$ cat config.mk
export PLATFORM = sky130hd
export DESIGN_NAME = analog_channel_port
export DESIGN_NICKNAME = d
export VERILOG_FILES = /design/src/rtl/analog_port_pkg.sv /design/src/rtl/analog_channel_port.sv
export SDC_FILE = /design/constraint.sdc
export NUM_CORES = 1
export LEC_CHECK = 0
export BUFFER_PORTS_ARGS = -buffer_cell sky130_fd_sc_hd__buf_4
export CORE_ASPECT_RATIO = 1.75
export CORE_UTILIZATION = 30
export DETAILED_ROUTE_END_ITERATION = 16
export PLACE_DENSITY = 0.54
export SYNTH_ARGS = -nofsm -noshare
export SYNTH_HDL_FRONTEND = slang
export SYNTH_SLANG_ARGS = --single-unit
$ cat constraint.sdc
create_clock -name hclk -period 2.06 [get_ports hclk]
set_input_delay 0.618 -clock hclk [delete_from_list [all_inputs] [get_ports hclk]]
set_output_delay 0.618 -clock hclk [all_outputs]
set_load 0.01 [all_outputs]
$ cat src/rtl/analog_port_pkg.sv
// constants shared by the analog channel port logic and its bench
// assumes one 100 MHz clock and an AHB-Lite register bus of 32 bits
package analog_port_pkg;
   // ************************************************************
   // geometry
   // ************************************************************
   localparam int CHANNELS = 4;
   localparam int SEL_W = 2;
   localparam int CODE_W = 8;
   localparam int DAC_W = SEL_W + CODE_W;

   // ************************************************************
   // timing
   // ************************************************************
   localparam int CLK_PERIOD_NS = 10;
   localparam int ADC_TIME_NS = 200000;
   localparam int DAC_TIME_NS = 5000000;
   // each channel gets one conversion inside the input window
   localparam int ADC_SLOT_CYCLES = ADC_TIME_NS / CLK_PERIOD_NS / CHANNELS;
   localparam int DAC_REFRESH_CYCLES = DAC_TIME_NS / CLK_PERIOD_NS;
   localparam int TIMER_W = 24;

   // ************************************************************
   // register map (byte addresses)
   // ************************************************************
   localparam logic [7:0] CTRL_OFS = 8'h00;
   localparam logic [7:0] STATUS_OFS = 8'h04;
   localparam logic [7:0] HELD_OFS = 8'h08;
   localparam logic [7:0] CONV_OFS = 8'h0C;
   localparam int CTRL_EN_BIT = 0;
   localparam int CTRL_REFRESH_BIT = 1;
   localparam logic [31:0] CTRL_RESET = 32'h0000_0001;
   localparam int ST_SEL_LSB = 0;
   localparam int ST_DIR_BIT = 2;
   localparam int ST_DIRTY_LSB = 4;
   localparam int ST_HELD_LSB = 8;

   typedef enum logic [1:0] {PORT_IDLE, PORT_WRITE, PORT_READ} port_state_t;
endpackage

$ cat src/rtl/analog_channel_port.sv
// extension port logic of a four channel 8-bit analog i/o module
// assumes select, direction and data pins come from the base controller
// asynchronously; converter logic sits on hclk
//
// Our own choices: the register addresses and the AHB-Lite interface to the registers.
`timescale 1ns/1ps
// Function
// - four channels, 8-bit codes, each used as input or output only.
// - two select lines pick the channel; transfers reach only that channel.
// - last written code per channel stays latched and driven when deselected.
// - with direction 0 the module drives the selected conversion result.
// - a read on a channel discards that channel's latched output code.
// - eight bidirectional data lines plus two select input lines.
// - inputs refresh within 0.2 ms, outputs within 5 ms.
module analog_channel_port
   import analog_port_pkg::*;
#(
   parameter int ADC_SLOT = ADC_SLOT_CYCLES,
   parameter int DAC_REFRESH = DAC_REFRESH_CYCLES
) (
   input wire logic hclk,
   input wire logic hresetn,
   input wire logic hsel,
   input wire logic [31:0] haddr,
   input wire logic [1:0] htrans,
   input wire logic hwrite,
   input wire logic [2:0] hsize,
   input wire logic [31:0] hwdata,
   input wire logic hready,
   output logic [31:0] hrdata,
   output logic hreadyout,
   output logic hresp,
   input wire logic channel_select_bit0,
   input wire logic channel_select_bit1,
   input wire logic port_write_dir,
   input wire logic [CODE_W-1:0] extension_data_lines_in,
   output logic [CODE_W-1:0] extension_data_lines_out,
   output logic [CODE_W-1:0] extension_data_lines_oe,
   output logic adc_req,
   output logic [SEL_W-1:0] adc_req_ch,
   input wire logic adc_done,
   input wire logic [CODE_W-1:0] adc_code,
   output logic dac_valid,
   input wire logic dac_ready,
   output logic [SEL_W-1:0] dac_ch,
   output logic [CODE_W-1:0] dac_code
);
   import analog_port_pkg::*;

   // ************************************************************
   // pin synchronisers
   // ************************************************************
   logic [SEL_W+CODE_W:0] pin_s1_r, pin_s2_r;
   always_ff @(posedge hclk or negedge hresetn) begin
      if (!hresetn) begin
         // direction resets to write, so the port never drives the lines straight out of reset
         pin_s1_r <= {1'b1, {(SEL_W+CODE_W){1'b0}}};
         pin_s2_r <= {1'b1, {(SEL_W+CODE_W){1'b0}}};
      end else begin
         pin_s1_r <= {port_write_dir, channel_select_bit1, channel_select_bit0,
                      extension_data_lines_in};
         pin_s2_r <= pin_s1_r;
      end
   end
   logic dir_s;
   logic [SEL_W-1:0] sel_s;
   logic [CODE_W-1:0] data_s;
   assign dir_s = pin_s2_r[SEL_W+CODE_W];
   assign sel_s = pin_s2_r[CODE_W +: SEL_W];
   assign data_s = pin_s2_r[CODE_W-1:0];

   // ************************************************************
   // register bus
   // ************************************************************
   logic [31:0] ctrl_r, ctrl_nxt, hrdata_r, hrdata_nxt;
   logic wr_pend_r, wr_pend_nxt;
   logic [7:0] wr_ofs_r, wr_ofs_nxt;
   logic refresh_req;
   logic [CODE_W-1:0] held_r [CHANNELS];
   logic [CODE_W-1:0] conv_r [CHANNELS];
   logic [CHANNELS-1:0] dirty_r;
   port_state_t state_r, state_nxt;

   function automatic logic [31:0] pack4(input logic [CODE_W-1:0] v [CHANNELS]);
      logic [31:0] p;
      p = '0;
      for (int i = 0; i < CHANNELS; i++) begin
         p[i*CODE_W +: CODE_W] = v[i];
      end
      return p;
   endfunction

   logic addr_ok;
   assign addr_ok = hsel && htrans[1] && hready;

   always_comb begin
      ctrl_nxt = ctrl_r;
      ctrl_nxt[CTRL_REFRESH_BIT] = 1'b0;
      wr_pend_nxt = addr_ok && hwrite;
      wr_ofs_nxt = addr_ok ? haddr[7:0] : wr_ofs_r;
      hrdata_nxt = hrdata_r;
      if (wr_pend_r && wr_ofs_r == CTRL_OFS) begin
         ctrl_nxt[CTRL_EN_BIT] = hwdata[CTRL_EN_BIT];
         ctrl_nxt[CTRL_REFRESH_BIT] = hwdata[CTRL_REFRESH_BIT];
      end
      if (addr_ok && !hwrite) begin
         case (haddr[7:0])
            CTRL_OFS: hrdata_nxt = {30'h0, 1'b0, ctrl_r[CTRL_EN_BIT]};
            STATUS_OFS: begin
               hrdata_nxt = '0;
               hrdata_nxt[ST_SEL_LSB +: SEL_W] = sel_s;
               hrdata_nxt[ST_DIR_BIT] = dir_s;
               hrdata_nxt[ST_DIRTY_LSB +: CHANNELS] = dirty_r;
               hrdata_nxt[ST_HELD_LSB +: 2] = state_r;
            end
            HELD_OFS: hrdata_nxt = pack4(held_r);
            CONV_OFS: hrdata_nxt = pack4(conv_r);
            default: hrdata_nxt = '0;
         endcase
      end
   end

   always_ff @(posedge hclk or negedge hresetn) begin
      if (!hresetn) begin
         ctrl_r <= CTRL_RESET;
         hrdata_r <= '0;
         wr_pend_r <= 1'b0;
         wr_ofs_r <= '0;
      end else begin
         ctrl_r <= ctrl_nxt;
         hrdata_r <= hrdata_nxt;
         wr_pend_r <= wr_pend_nxt;
         wr_ofs_r <= wr_ofs_nxt;
      end
   end
   assign refresh_req = ctrl_r[CTRL_REFRESH_BIT];
   assign hrdata = hrdata_r;
   assign hreadyout = 1'b1;
   assign hresp = 1'b0;

   // ************************************************************
   // port exchange, held codes and conversions
   // ************************************************************
   logic [CODE_W-1:0] held_nxt [CHANNELS];
   logic [CODE_W-1:0] conv_nxt [CHANNELS];
   logic [CHANNELS-1:0] dirty_nxt, dirty_clr;
   logic [CODE_W-1:0] out_r, out_nxt;
   logic oe_r, oe_nxt;
   logic [TIMER_W-1:0] adc_tmr_r, adc_tmr_nxt, dac_tmr_r, dac_tmr_nxt;
   logic [SEL_W-1:0] adc_ch_r, adc_ch_nxt;
   logic adc_req_r, adc_req_nxt;

   always_comb begin
      held_nxt = held_r;
      conv_nxt = conv_r;
      dirty_nxt = dirty_r & ~dirty_clr;
      out_nxt = out_r;
      oe_nxt = 1'b0;
      state_nxt = state_r;
      adc_req_nxt = 1'b0;
      adc_ch_nxt = adc_ch_r;
      adc_tmr_nxt = adc_tmr_r + TIMER_W'(1);
      dac_tmr_nxt = dac_tmr_r + TIMER_W'(1);
      if (!ctrl_r[CTRL_EN_BIT]) begin
         state_nxt = PORT_IDLE;
      end else begin
         state_nxt = dir_s ? PORT_WRITE : PORT_READ;
      end
      case (state_r)
         PORT_WRITE: begin
            if (dir_s && held_r[sel_s] != data_s) begin
               held_nxt[sel_s] = data_s;
               dirty_nxt[sel_s] = 1'b1;
            end
         end
         PORT_READ: if (!dir_s) begin // state lags the pins; stay off the lines once direction has turned to write
            out_nxt = conv_r[sel_s];
            oe_nxt = 1'b1;
            if (held_r[sel_s] != '0) begin
               held_nxt[sel_s] = '0;
               dirty_nxt[sel_s] = 1'b1;
            end
         end
         PORT_IDLE: ;
         default: state_nxt = PORT_IDLE;
      endcase
      // round robin conversions keep every input fresh
      if (adc_tmr_r >= TIMER_W'(ADC_SLOT - 1)) begin
         adc_tmr_nxt = '0;
         adc_req_nxt = 1'b1;
         adc_ch_nxt = adc_ch_r + SEL_W'(1);
      end
      if (adc_done) begin
         conv_nxt[adc_ch_r] = adc_code;
      end
      // periodic full rewrite bounds how stale an output can get
      if (dac_tmr_r >= TIMER_W'(DAC_REFRESH - 1) || refresh_req) begin
         dac_tmr_nxt = '0;
         dirty_nxt = '1;
      end
   end

   always_ff @(posedge hclk or negedge hresetn) begin
      if (!hresetn) begin
         for (int i = 0; i < CHANNELS; i++) begin
            held_r[i] <= '0;
            conv_r[i] <= '0;
         end
         dirty_r <= '0;
         out_r <= '0;
         oe_r <= 1'b0;
         state_r <= PORT_IDLE;
         adc_req_r <= 1'b0;
         adc_ch_r <= '0;
         adc_tmr_r <= '0;
         dac_tmr_r <= '0;
      end else begin
         held_r <= held_nxt;
         conv_r <= conv_nxt;
         dirty_r <= dirty_nxt;
         out_r <= out_nxt;
         oe_r <= oe_nxt;
         state_r <= state_nxt;
         adc_req_r <= adc_req_nxt;
         adc_ch_r <= adc_ch_nxt;
         adc_tmr_r <= adc_tmr_nxt;
         dac_tmr_r <= dac_tmr_nxt;
      end
   end
   assign extension_data_lines_out = out_r;
   assign extension_data_lines_oe = {CODE_W{oe_r}};
   assign adc_req = adc_req_r;
   assign adc_req_ch = adc_ch_r;

   // ************************************************************
   // two-entry buffer towards the converters
   // ************************************************************
   // a stalled converter holds the scan; dirty bits keep every change
   logic [DAC_W-1:0] buf_r [2];
   logic [DAC_W-1:0] buf_nxt [2];
   logic [1:0] cnt_r, cnt_nxt;
   logic rd_r, rd_nxt, wr_r, wr_nxt;
   logic push, pop, buf_ready;
   logic [SEL_W-1:0] scan_ch;
   logic scan_hit;

   always_comb begin
      scan_hit = 1'b0;
      scan_ch = '0;
      for (int i = CHANNELS - 1; i >= 0; i--) begin
         if (dirty_r[i]) begin
            scan_hit = 1'b1;
            scan_ch = SEL_W'(i);
         end
      end
   end

   assign buf_ready = cnt_r != 2'h2;
   assign push = scan_hit && buf_ready;
   assign pop = dac_valid && dac_ready;
   always_comb begin
      dirty_clr = '0;
      if (push) begin
         dirty_clr[scan_ch] = 1'b1;
      end
   end

   always_comb begin
      buf_nxt = buf_r;
      rd_nxt = rd_r;
      wr_nxt = wr_r;
      cnt_nxt = cnt_r;
      if (push) begin
         buf_nxt[wr_r] = {scan_ch, held_r[scan_ch]};
         wr_nxt = ~wr_r;
      end
      if (pop) begin
         rd_nxt = ~rd_r;
      end
      case ({push, pop})
         2'b10: cnt_nxt = cnt_r + 2'h1;
         2'b01: cnt_nxt = cnt_r - 2'h1;
         default: cnt_nxt = cnt_r;
      endcase
   end

   always_ff @(posedge hclk or negedge hresetn) begin
      if (!hresetn) begin
         buf_r[0] <= '0;
         buf_r[1] <= '0;
         rd_r <= 1'b0;
         wr_r <= 1'b0;
         cnt_r <= '0;
      end else begin
         buf_r <= buf_nxt;
         rd_r <= rd_nxt;
         wr_r <= wr_nxt;
         cnt_r <= cnt_nxt;
      end
   end
   assign dac_valid = cnt_r != 2'h0;
   assign dac_ch = buf_r[rd_r][DAC_W-1 -: SEL_W];
   assign dac_code = buf_r[rd_r][CODE_W-1:0];
endmodule

==> metrics, run 1 <==
status=complete, but fails checks; failing checks=design-rule violations, negative setup slack; Final Util=0.397; Post-synth EDFFs=0; vias in the first global route=7434; Post-Synthesis Mean Instance Area=12.5 um2; initial DRC count=267; Final Critical Period=2.40 ns; global route overflow=0; Worst path max stage delay=0.54 ns; unrepaired setup endpoints after global routing=yes; min-delay worst type=in2reg; CP endpoint kind=flip-flop; core region area=32200 um2; final setup margin=-0.336 ns; yosys warns=0; sequence of cells on the critical path=buf_6 > buf_12 > mux4_2 > xor2_2 > nor4_4 > nand2_4 > nand3b_4 > buf_12 > mux2i_2; DRC=8; 1st-pass router iterations=12; synthesized area=9830 um2; routed vias=6767; drt total wl=26500 um; asr flop ratio synth=1.00; main combinational cell family by area after synthesis=multiplexers; Top-Level Pins=159; hpwl dp=19600 um; initial antenna violation count=0; crit path max-delay cell type=mux4_2; Port Buffers=98; largest net degree at the start of global routing=56; clock-pin slew on the worst setup and hold paths=0.06 ns; gr usage total=0.165; DR WL/cell=19.0 um; CP required=2.51 ns; Primary FF master, synth=dfrtp_1; Syn-to-layout area delta=30.2%; flops & latches, synth=219; Root Buffer=clkbuf_16; CTS Buffer Depth=3; design area=12800 um2; TritonCTS buffer count=23; Post-Synth Adder-Cell Area=0.0127; most frequent cells in the layout=dfrtp_1, buf_4, nand2_1; Finished Layout Cells=1396; Setup Skew=0.0153 ns; H-tree Lvls=1; Hold Fails Final Rpt=0; # setup viols final=46; sequential cell area fraction in the yosys report=0.558; Starting Density=0.305; global-route wire length before repair=42100 um; Netlist cell types=60; nets=1084; share of post-route cells with drive strength above 1=0.368; largest cells by area after synthesis=dfrtp_1, mux2_2, mux4_2; Max Fclk=417 MHz; Tcrit/Tclk final=1.16; DR vias/cell=4.85; CP Max Fanout=8; Synth Area in XOR/XNOR=0.0356; placed cell area=11700 um2; CP delay by family, top=multiplexers; clk_lat worst skew=0.54 ns; GPL Wtd Cong=0.854; area share of and/or/nand/nor cells after synthesis=0.119; ANT nets after route=0; LEAKAGE=0.00593 uW; Core Rows=87; Crit path buffers/inverters=3; Die Span Y=241 um; CTS Sinks=219; die width=139 um; CP Class=reg2reg; ANT cells=0; Synth Area in Compound Gates=0.0580; commonest non-fill, non-tap cell in the layout=dfrtp_1; Synth top area share=0.550; Cells after Synth=785; max_cap viols=0; pre-CTS setup slack=-0.380 ns; Yosys top cell by area=dfrtp_1; Startpoint Class=flip-flop; Worst path most repeated cell=buf_12; Worst EP arrival=2.84 ns; VDD IR-drop max=0.782 mV; Cell Pwr Density=1110 nW/um2; CTS tree=yes; DIE AREA=33500 um2; Slew Limit Fails=0; Inst Count DP=1341; mux cell area share after synthesis=0.188
==> timing repair <==
item | CTS | global route
pin swaps | 5 | 6
endpoints found under the hold margin | 3 | 0
setup buffers | 7 | 5
hold buffers | 1 | 0
setup endpoints to repair | 46 | 64
gates resized for setup | 32 | 9
gates cloned | 0 | 0
==> stage by stage <==
step,hold WS [ns],total power (uW),TNS (ns)
floorplan,0.322,7660,-0.610
global placement,0.335,9260,-16.70
detailed placement,0.336,9340,-18.43
CTS,0.171,14300,-11.53
global route,0.178,14900,-15.12
finish,0.191,14200,-10.52
==> per-layer routing <==
| metal | vias up | GRT usage | share of wire |
|---|---|---|---|
| met5 | - | 0 | 0 |
| met4 | 0 | 0.104 | 0.061 |
| met3 | 55 | 0.0233 | 0.036 |
| met2 | 138 | 0.314 | 0.54 |
| met1 | 3420 | 0.170 | 0.36 |
| li1 | 3154 | - | - |
==> where the power goes <==
group          total, uW  switching, uW  internal, uW
Combinational       3800           1670          2130
Sequential          5780            608          5170
Clock               4620           1800          2830
==> cells in the mapped netlist (3+ instances only) <==
library cell    n
ha_1           10
buf_4          10
dfstp_2         3
mux2_2         84
buf_2           7
a22oi_1        32
or2_2           3
o21ai_0        33
nand3_1        16
nand2_1        90
dfrtp_1       216
o21ai_1         5
clkbuf_1       17
or3_1           3
mux2i_1        33
or4_1           4
and2_1          3
nand2b_1       12
nor3_1          6
nor2_1         49
a21oi_1         5
inv_1          10
nor2b_1         6
and4_1          3
xnor2_1        13
buf_1           3
nand4_1         5
nor4_1          7
and3_1          7
xor2_1         27
nor4b_1         3
mux4_2         23
==> kinds of logic (layout without fill, tap and decap cells) <==
| group | Yosys count | count (layout) |
|---|---|---|
| AO/OA/AOI/OAI | 89 | 89 |
| AND/OR/NAND/NOR | 233 | 233 |
| flip-flops | 219 | 219 |
| adder cells (fa/ha/maj) | 10 | 10 |
| buffers and inverters | 50 | 245 |
| XOR/XNOR | 40 | 40 |
| other | 2 | 18 |
| multiplexers | 142 | 142 |
==> final cells by class <==
class	instances	area, um2
inverters	10	37.5
clock buffers	28	624
fillers	3107	19400
repair buffers	193	1670
flip-flops and latches	219	5490
multi-input cells	532	4260
clock inverters	14	231
well taps	400	500
==> final timing paths <==
kind / startpoint / depth (start not counted) / end / slack, ns
setup / recovery: pin_s2_r[8] / 9 / held_r[23] / -0.34
hold / removal: extension_data_lines_in[4] / 1 / pin_s1_r[4] / 0.19
setup reg to reg: pin_s2_r[8] / 9 / held_r[23] / -0.34
hold reg to reg: pin_s1_r[7] / 0 / pin_s2_r[7] / 0.34
max in group asynchronous: hresetn / 3 / pin_s2_r[10] / 0.82
min in group asynchronous: hresetn / 2 / extension_data_lines_out[3] / 0.58
==> registers in the layout (all words and copies together), names as in the netlist, 4 cells and up <==
| signal | flops |
|---|---|
| buf_r | 20 |
| conv_r | 32 |
| adc_tmr_r | 24 |
| dirty_r | 4 |
| held_r | 32 |
| pin_s2_r | 11 |
| wr_ofs_r | 8 |
| dac_tmr_r | 24 |
| pin_s1_r | 11 |
| hrdata | 32 |
| extension_data_lines_out | 8 |
Power figures use the tool's default switching activity.
==> run 2, diff against run 1 <==
CORE_ASPECT_RATIO = unset   (was 1.75)
GPL_TIMING_DRIVEN = 0   (was unset)
==> run 2 against run 1 <==
Effect of this change:
- the run ends with negative setup slack left
- critical endpoint is now held_r[18]
- power is 1.4% lower
- core utilization is 0.67 points lower
- via count is 1.2% lower
- clock-buffer cell count is 10 higher
- fmax hardly changed
- critical path type unchanged
- non-clock buffer count is 38 lower
- global-route usage is 0.53 points lower
- critical path depth stayed put
==> metrics, run 2 (synthesized netlist as in run 1, its figures left out) <==
nets=1049; Setup Skew=0.0113 ns; global route overflow=0; vias in the first global route=6887; Max-slew headroom=0.430; VDD IR-drop max=0.595 mV; Worst EP arrival=2.85 ns; sequence of cells on the critical path=buf_6 > buf_4 > mux4_2 > xor2_1 > nor4_2 > nand2_2 > nand3b_4 > buf_12 > mux2i_1; Starting Density=0.308; slew at the pin closest to its max-slew limit=0.854 ns; TritonCTS buffer count=26; Core Rows=65; Die Span Y=183 um; most frequent cells in the layout=dfrtp_1, buf_4, nand2_1; Root Buffer=clkbuf_16; initial antenna violation count=0; largest net degree at the start of global routing=111; unrepaired setup endpoints after global routing=yes; Top-Level Pins=159; CP endpoint kind=flip-flop; crit path max-delay cell type=mux4_2; Crit path buffers/inverters=3; CTS hold repair buffers=0; initial DRC count=406; CP required=2.51 ns; drt total wl=25900 um; Startpoint Class=flip-flop; hpwl dp=18100 um; core region area=31900 um2; Finished Layout Cells=1396; clock-pin slew on the worst setup and hold paths=0.06 ns; commonest non-fill, non-tap cell in the layout=dfrtp_1; Max Fclk=417 MHz; 1st-pass router iterations=5; min-delay worst type=in2async; multi-input logic area=4260 um2; max_cap viols=0; final setup margin=-0.337 ns; ANT nets after route=0; CTS tree=yes; CP Class=reg2reg; # fillers=3138; placed cell area=11200 um2; GPL Wtd Cong=0.807; LEAKAGE=0.00567 uW; Final Util=0.391; DR WL/cell=18.6 um; DIE AREA=33500 um2; routed vias=6686; Inst Count DP=1334; CTS Buffer Depth=3; Slew Limit Fails=0; DR vias/cell=4.79; CP delay by family, top=multiplexers; DRC=0; design area=12500 um2; ANT cells=0; Tcrit/Tclk final=1.16; FF+latch area=5490 um2; failing checks=negative setup slack; Power Total=14000 uW; status=complete, but fails checks; CTS Sinks=219; Hold Fails Final Rpt=0; Cell Pwr Density=1120 nW/um2; Syn-to-layout area delta=26.7%; die width=183 um; CP Max Fanout=8; clk_lat worst skew=0.53 ns; Worst path max stage delay=0.49 ns; gr usage total=0.160; global-route wire length before repair=41200 um; H-tree Lvls=1; Port Buffers=97; Final Critical Period=2.40 ns; # setup viols final=45; share of post-route cells with drive strength above 1=0.335
[run 2: changes by cell type in the layout (fill, tap and decap cells not counted), moves of 3 or more]
cell / before / now
nor2_4: 0 / 3
clkbuf_16: 23 / 27
clkbuf_1: 2 / 13
buf_4: 164 / 114
o21ai_1: 5 / 8
clkbuf_2: 0 / 10
o21ai_0: 33 / 30
buf_12: 12 / 3
buf_2: 0 / 4
[run 2: cell type report]
type | instances | area share
tap | 435 | 0.0437
multi-input combinational | 532 | 0.342
sequential | 219 | 0.441
clock buffer | 38 | 0.0600
clock inverter | 7 | 0.0114
buffer | 39 | 0.0221
timing repair buffer | 116 | 0.0771
inverter | 10 | 0.00301
[run 2: final timing paths]
| check | slack [ns] | startpoint | endpoint | depth (start not counted) |
|---|---|---|---|---|
| worst max-delay path | -0.34 | pin_s2_r[8] | held_r[18] | 9 |
| worst min-delay path | 0.16 | hresetn | buf_r[14] | 1 |
| worst max register to register | -0.34 | pin_s2_r[8] | held_r[18] | 9 |
| worst min register to register | 0.35 | pin_s1_r[6] | pin_s2_r[6] | 0 |
| max in group asynchronous | 0.82 | hresetn | adc_tmr_r[0] | 2 |
| min in group hclk | 0.19 | extension_data_lines_in[0] | pin_s1_r[0] | 1 |
[run 2: through the flow]
step | setup TNS [ns] | setup slack, ns | hold slack [ns]
final | -10.78 | -0.337 | 0.164
after floorplan | -0.610 | -0.0381 | 0.322
after CTS | -11.89 | -0.338 | 0.175
after global placement | -336.50 | -1.37 | 0.336
after detailed placement | -38.79 | -0.627 | 0.338
after global routing | -14.73 | -0.420 | 0.174
[run 2: what timing repair did]
action,in CTS,in global routing
resized for setup,38,32
setup buffers,8,9
gates cloned,1,0
endpoints found under the setup margin,85,118
hold endpoints to repair,0,0
pin swaps,4,8
[run 2: worst register-to-register path: stages (launching register included)]
cell      delay (ns)
dfrtp_1         0.33
buf_6           0.14
buf_4           0.13
mux4_2          0.49
xor2_1          0.16
nor4_2          0.32
nand2_2         0.22
nand3b_4        0.15
buf_12          0.16
mux2i_1         0.21
[run 2: power by group]
| group | switching, uW | internal (uW) |
|---|---|---|
| Clock | 1780 | 3000 |
| Combinational | 1290 | 1850 |
| Sequential | 905 | 5170 |
| Total | 3970 | 10000 |
[run 2: per-layer routing]
metal / global-route usage / routed length [um] / vias to the layer above
met5: 0 / 0 / -
met4: 0.0437 / 541 / 0
met3: 0.0210 / 1120 / 43
met2: 0.259 / 12200 / 184
met1: 0.224 / 12000 / 3372
li1: - / - / 3087
